**config.mk**
```make
export PLATFORM = sky130hd
export DESIGN_NAME = qtx_ctrl
export DESIGN_NICKNAME = d
export VERILOG_FILES = /design/src/logic/qtx_pkg.sv /design/src/logic/qtx_ctrl.sv /design/src/logic/qtx_chan.sv
export SDC_FILE = /design/constraint.sdc
export NUM_CORES = 1
export LEC_CHECK = 0
export BUFFER_PORTS_ARGS = -buffer_cell sky130_fd_sc_hd__buf_2
export CORE_MARGIN = 2
export CORE_UTILIZATION = 52
export CTS_BUF_LIST = sky130_fd_sc_hd__clkbuf_8
export DETAILED_ROUTE_END_ITERATION = 16
export PLACE_DENSITY = 0.86
export SLEW_MARGIN = 20
export SYNTH_ARGS = -nofsm -noshare
export SYNTH_HDL_FRONTEND = slang
export SYNTH_SLANG_ARGS = --single-unit
```
**constraint.sdc**
```tcl
create_clock -name i_clk -period 2.45 [get_ports i_clk]
set_clock_uncertainty 0.2 [all_clocks]
set_input_delay 0 -clock i_clk [delete_from_list [all_inputs] [get_ports i_clk]]
set_output_delay 0 -clock i_clk [all_outputs]
set_load 0.02 [all_outputs]
```
**src/logic/qtx_pkg.sv**
```systemverilog
// package: constants, types and structs for the quad transmit control block
package qtx_pkg;
	localparam int QTX_NCH = 4;
	localparam int QTX_NBOE = 8;
	localparam int QTX_SYNC_LEN = 16;
	localparam logic [3:0] QTX_SYNC_LAST = 4'h f;
	localparam logic [8:0] QTX_LFSR_SEED = 9'h 1ff;
	localparam logic [1:0] QTX_CTL_DATA = 2'h 0;
	localparam logic [1:0] QTX_CTL_FILL = 2'h 1;
	localparam logic [1:0] QTX_CTL_SPEC = 2'h 2;
	localparam logic [1:0] QTX_CTL_SYNC = 2'h 3;
	// word sync disparity flip of characters 2 and 3
	localparam logic [15:0] QTX_SYNC_FLIP = 16'h 0006;
	localparam logic [3:0] QTX_BIST_OFF = 4'h f;
	localparam logic [7:0] QTX_OE_OFF = 8'h 00;
	localparam int QTX_MUL_FULL = 10;
	localparam int QTX_MUL_HALF = 20;
	localparam real QTX_SETTLE_US = 200.0;
	localparam real QTX_CLK_MHZ = 250.0;
	localparam int QTX_SETTLE_CYC = int'(QTX_SETTLE_US * QTX_CLK_MHZ);
	typedef enum logic [1:0] {QTX_SPD_LOW, QTX_SPD_MID, QTX_SPD_HIGH} qtx_spd_e;
	typedef enum logic [1:0] {QTX_CK_REF, QTX_CK_CHAN, QTX_CK_CHA} qtx_cksel_e;
	typedef enum logic [2:0] {
		QTX_OUT_DATA, QTX_OUT_FILL, QTX_OUT_SPEC, QTX_OUT_SYNC, QTX_OUT_BIST,
		QTX_OUT_OFF
	} qtx_kind_e;
	typedef struct packed {
		logic [7:0] tx_data_byte;
		logic [1:0] char_control_bits;
		logic parity_ok;
	} qtx_char_s;
	typedef struct packed {
		qtx_kind_e kind;
		logic [8:0] data;
		logic invert_disp;
	} qtx_out_s;
endpackage : qtx_pkg

```
**src/logic/qtx_ctrl.sv**
```systemverilog
// top: quad transmit enable latches, self-test latch and channel control
// Summary of operation
// - control bits pick data, fill, special or word sync; select ignored.
// - word sync starts only when both control bits sampled high.
// - sixteen-character sync is atomic; a start is ignored until its last character has gone out.
// - second and third sync characters carry inverted disparity.
// - starting character needs odd parity when checked; rest unchecked.
// - latch enable high: low enable bit starts that channel's generator.
// - generator is an lfsr repeating a 511 character sequence.
// - self-test latch enable low holds captured enable bits.
// - reset presets self-test latch, generators off on all channels.
// - self-test channel ignores its data byte and control bits.
// - enable bits 1,3,5,7 drive self-test of channels A to D.
// - output latch enable high passes bits; low bit powers driver down.
// - both drivers of a channel off powers down that channel.
// - output latch enable low holds the enable bits.
// - enable bits 0 to 7 control drivers A1 through D2 in order.
// - reset clears output enables: all drivers and channels off.
// - bit clock is reference times 10 or 20, plus character clock.
// - speed select fixes rate range; half-rate lowest range reserved.
// - latch enable high with bits high enables channels after reset.
`timescale 1ns/1ps
module qtx_ctrl
	import qtx_pkg::*;
#(
	parameter int NCH = QTX_NCH
)(
	// clock and reset (i_rst is the sampled device reset)
	input wire logic i_clk,
	input wire logic i_rst,
	// enable latches
	input wire logic [2*NCH-1:0] i_enable_bus,
	input wire logic i_output_latch_enable,
	input wire logic i_selftest_latch_enable,
	// static configuration
	input wire logic i_special_code_select,
	input wire logic i_reference_clock_in_rate_select,
	input wire qtx_cksel_e i_input_clock_select,
	input wire qtx_spd_e i_speed_range_select,
	input wire logic i_parity_check,
	// per channel characters
	input wire qtx_char_s [NCH-1:0] i_char,
	// outputs
	output qtx_out_s [NCH-1:0] o_out,
	output logic [NCH-1:0] o_sync_busy,
	output logic [2*NCH-1:0] o_driver_enable,
	output logic [NCH-1:0] o_chan_power,
	output logic [NCH-1:0] o_bist_active,
	output logic [4:0] o_clock_multiplier,
	output logic o_config_invalid
);
	logic [2*NCH-1:0] oe_latch_reg;
	logic [NCH-1:0] bist_latch_reg;
	logic [NCH-1:0] bist_bits;
	logic [NCH-1:0] chan_on;
	logic [4:0] mul_reg;
	logic inval_reg;

	function automatic logic [NCH-1:0] odd_bits(input logic [2*NCH-1:0] b);
		logic [NCH-1:0] r;
		r = '0;
		for (int i = 0; i < NCH; i++) begin
			r[i] = b[2*i+1];
		end
		return r;
	endfunction : odd_bits

	assign bist_bits = odd_bits(i_enable_bus);

	////////////////////////////////////////////////////////////////////////
	// output enable latch, bit i drives driver i (A1,A2,B1..D2)
	always_ff @(posedge i_clk) begin
		if (i_rst) begin
			oe_latch_reg <= QTX_OE_OFF;
		end else if (i_output_latch_enable) begin
			oe_latch_reg <= i_enable_bus;
		end
	end // held when enable low

	// self-test latch stores the inverted bit so one means generator on
	always_ff @(posedge i_clk) begin
		if (i_rst) begin
			bist_latch_reg <= ~QTX_BIST_OFF;
		end else if (i_selftest_latch_enable) begin
			bist_latch_reg <= ~bist_bits;
		end
	end // held when enable low

	// configuration decode; combinations the host must avoid are flagged
	always_ff @(posedge i_clk) begin
		if (i_rst) begin
			mul_reg <= 5'(QTX_MUL_FULL);
			inval_reg <= 1'b0;
		end else begin
			mul_reg <= i_reference_clock_in_rate_select ? 5'(QTX_MUL_HALF)
				: 5'(QTX_MUL_FULL);
			inval_reg <= (i_reference_clock_in_rate_select &&
				i_input_clock_select != QTX_CK_REF) ||
				(i_reference_clock_in_rate_select &&
				i_speed_range_select == QTX_SPD_LOW);
		end
	end

	////////////////////////////////////////////////////////////////////////
	genvar g;
	generate
		for (g = 0; g < NCH; g++) begin : g_ch
			assign chan_on[g] = oe_latch_reg[2*g] | oe_latch_reg[2*g+1];
			qtx_chan u_chan (
				.i_clk(i_clk),
				.i_rst(i_rst),
				.i_bist_en(bist_latch_reg[g]),
				.i_chan_on(chan_on[g]),
				.i_parity_check(i_parity_check),
				.i_char(i_char[g]),
				.o_out(o_out[g]),
				.o_sync_busy(o_sync_busy[g])
			);
		end
	endgenerate

	assign o_driver_enable = oe_latch_reg;
	assign o_chan_power = chan_on;
	assign o_bist_active = bist_latch_reg;
	assign o_clock_multiplier = mul_reg;
	assign o_config_invalid = inval_reg;

	////////////////////////////////////////////////////////////////////////
	property p_oe_pass;
		@(posedge i_clk) disable iff (i_rst)
		i_output_latch_enable |=> oe_latch_reg == $past(i_enable_bus);
	endproperty
	a_oe_pass: assert property (p_oe_pass)
		else $error("oe not transparent");

	property p_oe_hold;
		@(posedge i_clk) disable iff (i_rst)
		!i_output_latch_enable |=> $stable(oe_latch_reg);
	endproperty
	a_oe_hold: assert property (p_oe_hold)
		else $error("oe latch moved");

	property p_oe_reset;
		@(posedge i_clk) i_rst |=> o_driver_enable == QTX_OE_OFF && !(|o_chan_power);
	endproperty
	a_oe_reset: assert property (p_oe_reset)
		else $error("reset left oe on");

	property p_bist_reset;
		@(posedge i_clk) i_rst |=> o_bist_active == '0;
	endproperty
	a_bist_reset: assert property (p_bist_reset)
		else $error("bist on after reset");

	property p_bist_hold;
		@(posedge i_clk) disable iff (i_rst)
		!i_selftest_latch_enable |=> $stable(bist_latch_reg);
	endproperty
	a_bist_hold: assert property (p_bist_hold)
		else $error("bist latch moved");

	property p_bist_map;
		@(posedge i_clk) disable iff (i_rst)
		i_selftest_latch_enable && !i_enable_bus[1] |=> o_bist_active[0];
	endproperty
	a_bist_map: assert property (p_bist_map)
		else $error("bist map wrong");

	// an unpowered channel must go quiet, not only report it
	property p_power;
		@(posedge i_clk) disable iff (i_rst)
		o_driver_enable[1:0] == 2'h0 |=> o_out[0].kind == QTX_OUT_OFF;
	endproperty
	a_power: assert property (p_power)
		else $error("channel powered");

	property p_mul;
		@(posedge i_clk) disable iff (i_rst)
		i_reference_clock_in_rate_select |=> o_clock_multiplier == 5'(QTX_MUL_HALF);
	endproperty
	a_mul: assert property (p_mul)
		else $error("multiplier wrong");

	property p_reserved;
		@(posedge i_clk) disable iff (i_rst)
		i_reference_clock_in_rate_select && i_speed_range_select == QTX_SPD_LOW
			|=> o_config_invalid;
	endproperty
	a_reserved: assert property (p_reserved)
		else $error("reserved speed not flagged");

	// every odd bit steers its own channel; even bits must not leak in
	generate
		for (g = 0; g < NCH; g++) begin : g_chk
			property p_bist_lane;
				@(posedge i_clk) disable iff (i_rst)
				i_selftest_latch_enable |=>
					o_bist_active[g] == !$past(i_enable_bus[2*g+1]);
			endproperty
			a_bist_lane: assert property (p_bist_lane)
				else $error("bist lane map wrong");
		end
	endgenerate

	c_strap: cover property (@(posedge i_clk) $fell(i_rst) ##1 (&o_driver_enable));
	c_latch: cover property (@(posedge i_clk) $fell(i_output_latch_enable));
	c_bist_on: cover property (@(posedge i_clk) |o_bist_active);
endmodule : qtx_ctrl

```
**src/logic/qtx_chan.sv**
```systemverilog
// one transmit channel: character select, atomic word sync, bist lfsr
`timescale 1ns/1ps
module qtx_chan
	import qtx_pkg::*;
(
	// clock and reset
	input wire logic i_clk,
	input wire logic i_rst,
	// control
	input wire logic i_bist_en,
	input wire logic i_chan_on,
	input wire logic i_parity_check,
	input wire qtx_char_s i_char,
	// output
	output qtx_out_s o_out,
	output logic o_sync_busy
);
	logic [3:0] sync_cnt_reg;
	logic sync_act_reg;
	logic [8:0] lfsr_reg;
	logic sync_start;
	qtx_out_s out_reg;

	// start needs both control bits high and odd parity when checked
	assign sync_start = (i_char.char_control_bits == QTX_CTL_SYNC) &&
		(!i_parity_check || i_char.parity_ok) && !i_bist_en;

	////////////////////////////////////////////////////////////////////////
	always_ff @(posedge i_clk) begin
		if (i_rst || !i_chan_on || i_bist_en) begin
			sync_act_reg <= 1'b0;
			sync_cnt_reg <= '0;
		end else if (sync_act_reg && sync_cnt_reg != QTX_SYNC_LAST) begin
			sync_cnt_reg <= sync_cnt_reg + 4'h 1;
		end else if (sync_start) begin
			sync_act_reg <= 1'b1;
			sync_cnt_reg <= '0;
		end else begin
			sync_act_reg <= 1'b0;
			sync_cnt_reg <= '0;
		end
	end

	// x^9 + x^5 + 1 gives the 511 state cycle
	always_ff @(posedge i_clk) begin
		if (i_rst || !i_bist_en) begin
			lfsr_reg <= QTX_LFSR_SEED;
		end else begin
			lfsr_reg <= {lfsr_reg[7:0], lfsr_reg[8] ^ lfsr_reg[4]};
		end
	end

	////////////////////////////////////////////////////////////////////////
	always_ff @(posedge i_clk) begin
		if (i_rst || !i_chan_on) begin
			out_reg <= '{kind: QTX_OUT_OFF, data: '0, invert_disp: 1'b0};
		end else if (i_bist_en) begin
			// inputs ignored in self test
			out_reg <= '{kind: QTX_OUT_BIST, data: lfsr_reg, invert_disp: 1'b0};
		end else if (sync_act_reg && sync_cnt_reg != QTX_SYNC_LAST) begin
			out_reg <= '{kind: QTX_OUT_SYNC, data: '0,
				invert_disp: QTX_SYNC_FLIP[sync_cnt_reg + 4'h 1]};
		end else if (sync_start) begin
			out_reg <= '{kind: QTX_OUT_SYNC, data: '0, invert_disp: 1'b0};
		end else begin
			case (i_char.char_control_bits)
				QTX_CTL_DATA: out_reg <= '{kind: QTX_OUT_DATA,
					data: {1'b0, i_char.tx_data_byte}, invert_disp: 1'b0};
				QTX_CTL_FILL: out_reg <= '{kind: QTX_OUT_FILL, data: '0,
					invert_disp: 1'b0};
				QTX_CTL_SPEC: out_reg <= '{kind: QTX_OUT_SPEC,
					data: {1'b0, i_char.tx_data_byte}, invert_disp: 1'b0};
				default: out_reg <= '{kind: QTX_OUT_FILL, data: '0,
					invert_disp: 1'b0};
			endcase
		end
	end
	assign o_out = out_reg;
	assign o_sync_busy = sync_act_reg;

	////////////////////////////////////////////////////////////////////////
	property p_sync_len;
		@(posedge i_clk) disable iff (i_rst)
		$rose(sync_act_reg) && i_chan_on && !i_bist_en |->
			sync_act_reg [*8];
	endproperty
	a_sync_len: assert property (p_sync_len)
		else $error("sync cut short");

	property p_flip;
		@(posedge i_clk) disable iff (i_rst)
		sync_act_reg && sync_cnt_reg == 4'h 0 && i_chan_on && !i_bist_en
			|=> out_reg.invert_disp;
	endproperty
	a_flip: assert property (p_flip)
		else $error("second sync char not flipped");

	property p_bist_kind;
		@(posedge i_clk) disable iff (i_rst)
		i_bist_en && i_chan_on |=> out_reg.kind == QTX_OUT_BIST;
	endproperty
	a_bist_kind: assert property (p_bist_kind)
		else $error("bist not output");

	property p_lfsr_nz;
		@(posedge i_clk) disable iff (i_rst) lfsr_reg != 9'h 000;
	endproperty
	a_lfsr_nz: assert property (p_lfsr_nz)
		else $error("lfsr locked up");

	c_sync: cover property (@(posedge i_clk) $rose(sync_act_reg));
	c_bist: cover property (@(posedge i_clk) out_reg.kind == QTX_OUT_BIST);
endmodule : qtx_chan

```
# [Word level (Yosys, flattened, before mapping)]
# Memory sizes are Yosys's and may differ from the RTL's.
# Index checks and enable logic that the tools add are counted.
# Widths: inputs -> output; s select.
[totals] rom_bits=64 out_inout_bits=78 memories=4 reg_bits=126
[classes] magnitude_cmp=4 bitwise_logic=13 eq_ne=12 n_mux=25 n_reduce_logical=54 addsub=4
[mem_list] name="(no name shown)" words=16 word_bits=1 read_ports=1 rd_clocked_by_memory_dff=0 wr=0 line_no="qtx_chan.sv:62" rtl="invert_disp: QTX_SYNC_FLIP[sync_cnt_reg + 4'h 1]};"
[mem_list] name="(no name shown)" words=16 word_bits=1 read_ports=1 rd_clocked_by_memory_dff=0 wr=0 line_no="qtx_chan.sv:62"
[mem_list] name="(no name shown)" words=16 word_bits=1 read_ports=1 rd_clocked_by_memory_dff=0 wr=0 line_no="qtx_chan.sv:62"
[mem_list] name="(no name shown)" words=16 word_bits=1 read_ports=1 rd_clocked_by_memory_dff=0 wr=0 line_no="qtx_chan.sv:62"
[ops] operator="$mux 13" n=8
[ops] operator="$pmux 12 s2" n=4
[ops] operator="$mux 11" n=4
[ops] operator="$lt 4x5->1 const B" n=4
[ops] operator="$logic_or 1x1->1" n=17
[ops] operator="$add 4x1->4 const B" n=4
[ops] operator="$eq 2x2->1 const B" n=8
[ops] operator="$ne 4x4->1 const B" n=4
[ops] operator="$reduce_or 2->1" n=8
[ops] operator="$logic_and 1x1->1" n=14
[ops] operator="$logic_not 2->1" n=5
[ops] operator="$logic_not 1->1" n=9
[ops] operator="$mux 1" n=8
[ops] operator="$mux 5" n=1
[ops] operator="$not 1->1" n=4
[ops] operator="$not 4->4" n=1
[ops] operator="$or 1x1->1" n=4
[ops] operator="$xor 1x1->1" n=4
[ops] operator="$reduce_bool 2->1" n=1

# [Logic depth before layout (Yosys ltp)]
[depth] depth_word=7 mapped_depth=5 depth_no_buf=4

# [Hierarchy]
# A second synthesis with hierarchy kept.
[unflattened] cells_unflattened=374 hier_area_um2=4219.0
[by_module_without_submodules] module="qtx_chan" area_each_um2=910.9 cells_each=80 instances=4
[by_module_without_submodules] module="qtx_ctrl" area_each_um2=575.6 cells_each=54 instances=1

# [Worst setup path after synthesis]
# OpenSTA, ideal clock, no wires.
[synth_timing] path_type="register to register" startpoint="register g_ch[3].u_chan.sync_cnt_reg[0]" endpoint="register g_ch[3].u_chan.out_reg, in the netlist g_ch[3].u_chan.o_out[0]" t_arrival_ns=1.455 path_stages_with_launch=5 period_less_slack_ns=1.758 n_path_buf=0 setup_time_ns=0.103 required_ns=2.147 setup_slack_ns=0.692 path_cell_list="dfxtp_1 -> ha_1 -> xor2_1 -> or3_1 -> a2111oi_2"
[synth_between] elab_chain_len=4 word_cells_on_any_way=6
[synth_rtl] item="from (decl)" line_no="qtx_chan.sv:18" rtl="logic [3:0] sync_cnt_reg;"
[synth_rtl] item="from (signal assigned)" line_no="qtx_chan.sv:34" rtl="sync_cnt_reg <= sync_cnt_reg + 4'h 1;"
[synth_rtl] item="$add 4x1->4" line_no="qtx_chan.sv:62"
[synth_rtl] item="$mem_v2 16x1"
[synth_rtl] item="$mux 1 (implied by the code)" line_no="qtx_chan.sv:62"
[synth_rtl] item="$mux 13 *" line_no="qtx_chan.sv:60" rtl="end else if (sync_act_reg && sync_cnt_reg != QTX_SYNC_LAST) begin"
[synth_rtl] item="to (signal assigned)" line_no="qtx_chan.sv:59" rtl="out_reg <= '{kind: QTX_OUT_BIST, data: lfsr_reg, invert_disp: 1'b0};"
[synth_rtl] item="to (signal assigned)" line_no="qtx_chan.sv:61" rtl="out_reg <= '{kind: QTX_OUT_SYNC, data: '0,"
[synth_rtl] item="to (signal assigned)" line_no="qtx_chan.sv:64" rtl="out_reg <= '{kind: QTX_OUT_SYNC, data: '0, invert_disp: 1'b0};"
[synth_rtl] item="to (decl)" line_no="qtx_chan.sv:22" rtl="qtx_out_s out_reg;"
# Every way passes the cells marked *; elsewhere a longest branch is shown, timed or not. The select of a mux whose other input is x is not followed.
# A chain may end at the register's enable or synchronous reset.

# [Worst setup path after layout]
[layout_timing] startpoint="input i_rst" endpoint="register g_ch[2].u_chan.out_reg, in the netlist g_ch[2].u_chan.o_out[8]"
[layout_between] elab_chain_len=1
[layout_rtl] item="from (decl)" line_no="qtx_ctrl.sv:30" rtl="input wire logic i_rst,"
[layout_rtl] item="$logic_or 1x1->1" line_no="qtx_chan.sv:55" rtl="if (i_rst || !i_chan_on) begin"
[layout_rtl] item="to (signal assigned)" line_no="qtx_chan.sv:56" rtl="out_reg <= '{kind: QTX_OUT_OFF, data: '0, invert_disp: 1'b0};"
[layout_rtl] item="to (signal assigned)" line_no="qtx_chan.sv:59"
[layout_rtl] item="to (signal assigned)" line_no="qtx_chan.sv:61"
[layout_rtl] item="to (decl)" line_no="qtx_chan.sv:22"
# No other way between the ends.

==> impl_metrics.py <==
metrics = {
    "timing": {
        "fmax_ghz": 0.429,
        "finalSetupTns_ns": 0,
        "final.period_utilization_pct": 95.2,
        "setup_ws_ns": 0.117,
        "period_minus_slack_ns": 2.33,
        "rsz0062_at_grt": "no",
        "timing.hold.ws_ns": 0.128,
        "worst_pin_slew_ns": 0.765,
        "finalMaxSlewViolations": 0,
        "finalHoldViolations": 0,
        "setup_viol": 0,
        "slew_headroom_pct": 48.9,
    },
    "synth": {
        "syn_area_um2": 4290,
        "yosysSeqAreaShare_pct": 57.4,
        "synth.net_count": 466,
        "syn-instance-count": 399,
        "synth.distinct_cells": 42,
        "avgSynthCellArea_um2": 10.7,
        "ys_seq_elements": 123,
        "ys.warnings.count": 0,
    },
    "placed_design": {
        "dp_hpwl_um": 6790,
        "dpl_cell_area_um2": 4940,
        "post-place-ws_ns": 0.527,
        "dp.cells": 613,
        "io_buffers": 138,
        "gp_congestion": 0.765,
    },
    "detailed_routing": {
        "viasPerCell": 5.15,
        "post-route-drc-count": 0,
        "drt_iter0_markers": 138,
        "via_count": 3853,
        "final_antenna_net_count": 0,
        "first_pass_iters": 4,
        "routedWlPerCell_um": 16.2,
        "wl_um": 12200,
    },
    "grt": {
        "first_global_vias": 3933,
        "grt_max_degree": 19,
        "grt_antenna_before_repair": 0,
        "grt_pass1_wl_um": 18700,
        "grt_overflow": 0,
        "grt_usage_pct": 27.5,
    },
    "run_status": {
        "status": "finished clean",
    },
    "die": {
        "die_w_um": 94.8,
        "die-area_um2": 8990,
        "row_count": 33,
        "start_util_pct": 53.0,
        "pin_count": 141,
        "coreArea_um2": 8090,
        "die_height_um": 94.8,
    },
    "clock_network": {
        "htreeDepth": 4,
        "cts_buffers": 17,
        "clk_latency_ns": 0.43,
        "clkTransAtPathRegs_ns": 0.07,
        "clk_path_buf_depth": 2,
        "cts_tree": "yes",
        "clkSinkCount": 123,
        "clock-root-buffer": "clkbuf_8",
    },
    "final_layout": {
        "stdcell_count": 748,
        "syn_to_final_growth_pct": 49.1,
        "final_util_pct": 79.0,
        "layout.nets": 697,
        "drive_gt1_share_pct": 29.7,
        "num_antenna_cells": 0,
        "design_area_um2": 6390,
        "largest_register_ffs": 52,
    },
    "pwr": {
        "ir_worst_vdd_mv": 0.454,
        "p_per_area_nw_per_um2": 693,
        "fin_total_pwr_mw": 4.43,
        "p_leak_nw": 2.83,
    },
    "flow_run": {
        "cap_viol_max_count": 0,
    },
    "worst_setup_path": {
        "path_class": "in2reg",
        "critPathRequiredTime_ns": 2.61,
        "start_kind": "input pin",
        "end_kind": "register",
        "crit_fanout": 18,
        "crit_arrival_ns": 2.49,
    },
    "hold_path": {
        "hp-class": "in2reg",
    },
}
synth_stat cells, drive strengths merged:
library cell	instances	area, um^2
inv	11	41.3
nor3	19	95.1
o211ai	2	15.0
or3	3	18.8
a31oi	3	18.8
and3	1	6.26
dfxtp	123	2460
a32oi	1	8.76
nand3b	3	22.5
nand3	25	140
ha	4	50.1
o21ai	12	60.1
xnor2	8	70.1
and2b	1	7.51
conb	1	3.75
and3b	2	17.5
xor2	5	43.8
mux2i	8	80.1
nor2	24	90.1
or2	7	51.3
a211oi	4	30.0
clkbuf	6	23.8
and2	4	25.0
nor2b	7	58.8
nand2b	40	250
o21ba	1	10.0
a21oi	8	40.0
nand4b	3	26.3
nand2	9	33.8
buf	25	163
a2111oi	5	113
a22o	24	210
report_power, final:
group	switching [mW]	internal [mW]	leakage [nW]
Clock	0.817	1.03	0.201
Combinational	0.249	0.240	1.62
Sequential	0.0332	2.06	1.00
final timing paths:
check        depth (start not counted)                        from                         end  slack (ns)
max                                  7                       i_rst     g_ch[2].u_chan.o_out[8]        0.12
min                                  3                  i_char[43]     g_ch[3].u_chan.o_out[8]        0.13
max reg2reg                          4            o_bist_active[1]     g_ch[1].u_chan.o_out[7]        0.15
min reg2reg                          1  g_ch[3].u_chan.lfsr_reg[0]  g_ch[3].u_chan.lfsr_reg[1]        0.24
cell type report:
class / instances / area (um^2)
Sequential cell: 123 / 2460
Timing Repair Buffer: 243 / 1730
Fill cell: 511 / 1700
Multi-Input combinational cell: 234 / 1610
Clock buffer: 18 / 248
Clock inverter: 14 / 170
Tap cell: 105 / 131
Inverter: 11 / 41.3
worst max-delay path: stages:
cell,delay [ns]
dlygate4sd3_1,0.55
buf_2,0.26
buf_4,0.23
nor2b_4,0.25
nor2b_2,0.42
a22o_1,0.21
dlygate4sd3_1,0.56
what timing repair did:
item	in CTS	in global routing
resized for setup	0	3
endpoints found under the setup margin	0	16
buffers inserted	0	2
endpoints found under the hold margin	68	0
hold buffers	101	0
placed cells by master (no fill, tap or decap), drive strengths merged:
| master | instances |
|---|---|
| buf | 142 |
| dfxtp | 123 |
| dlygate4sd3 | 101 |
| nand2b | 40 |
| nand3 | 25 |
| nor2 | 24 |
| a22o | 24 |
| nor3 | 19 |
| clkbuf | 18 |
| inv | 12 |
| o21ai | 12 |
| nand2 | 9 |
| a21oi | 8 |
| xnor2 | 8 |
| mux2i | 8 |
| or2 | 7 |
| nor2b | 7 |
| clkinv | 6 |
| xor2 | 5 |
| a2111oi | 5 |
| and2 | 4 |
| a211oi | 4 |
| ha | 4 |
| clkinvlp | 4 |
| nand4b | 3 |
| or3 | 3 |
| nand3b | 3 |
| a31oi | 3 |
| bufinv | 3 |
| and3b | 2 |
| o211ai | 2 |
| o21ba | 1 |
| and3 | 1 |
| a32oi | 1 |
| and2b | 1 |
| conb | 1 |
layer usage:
metal	vias to the layer above	track usage, %	wire length [um]
li1	1823	-	-
met4	0	12.1	405
met2	129	51.3	6660
met5	-	0	0
met1	1865	28.7	4430
met3	36	7.26	665
logic make-up (layout without fill, tap and decap cells):
logic type	count (synthesis)	count (layout)	share of synthesized area, %
compound gates	60	60	11.8
other cells	1	1	0.0875
buf+inv	42	286	5.31
xor+xnor	13	13	2.66
fa+ha+maj	4	4	1.17
flops	123	123	57.4
simple gates	148	148	19.7
mux	8	8	1.87
(Power assumes the default switching activity.)
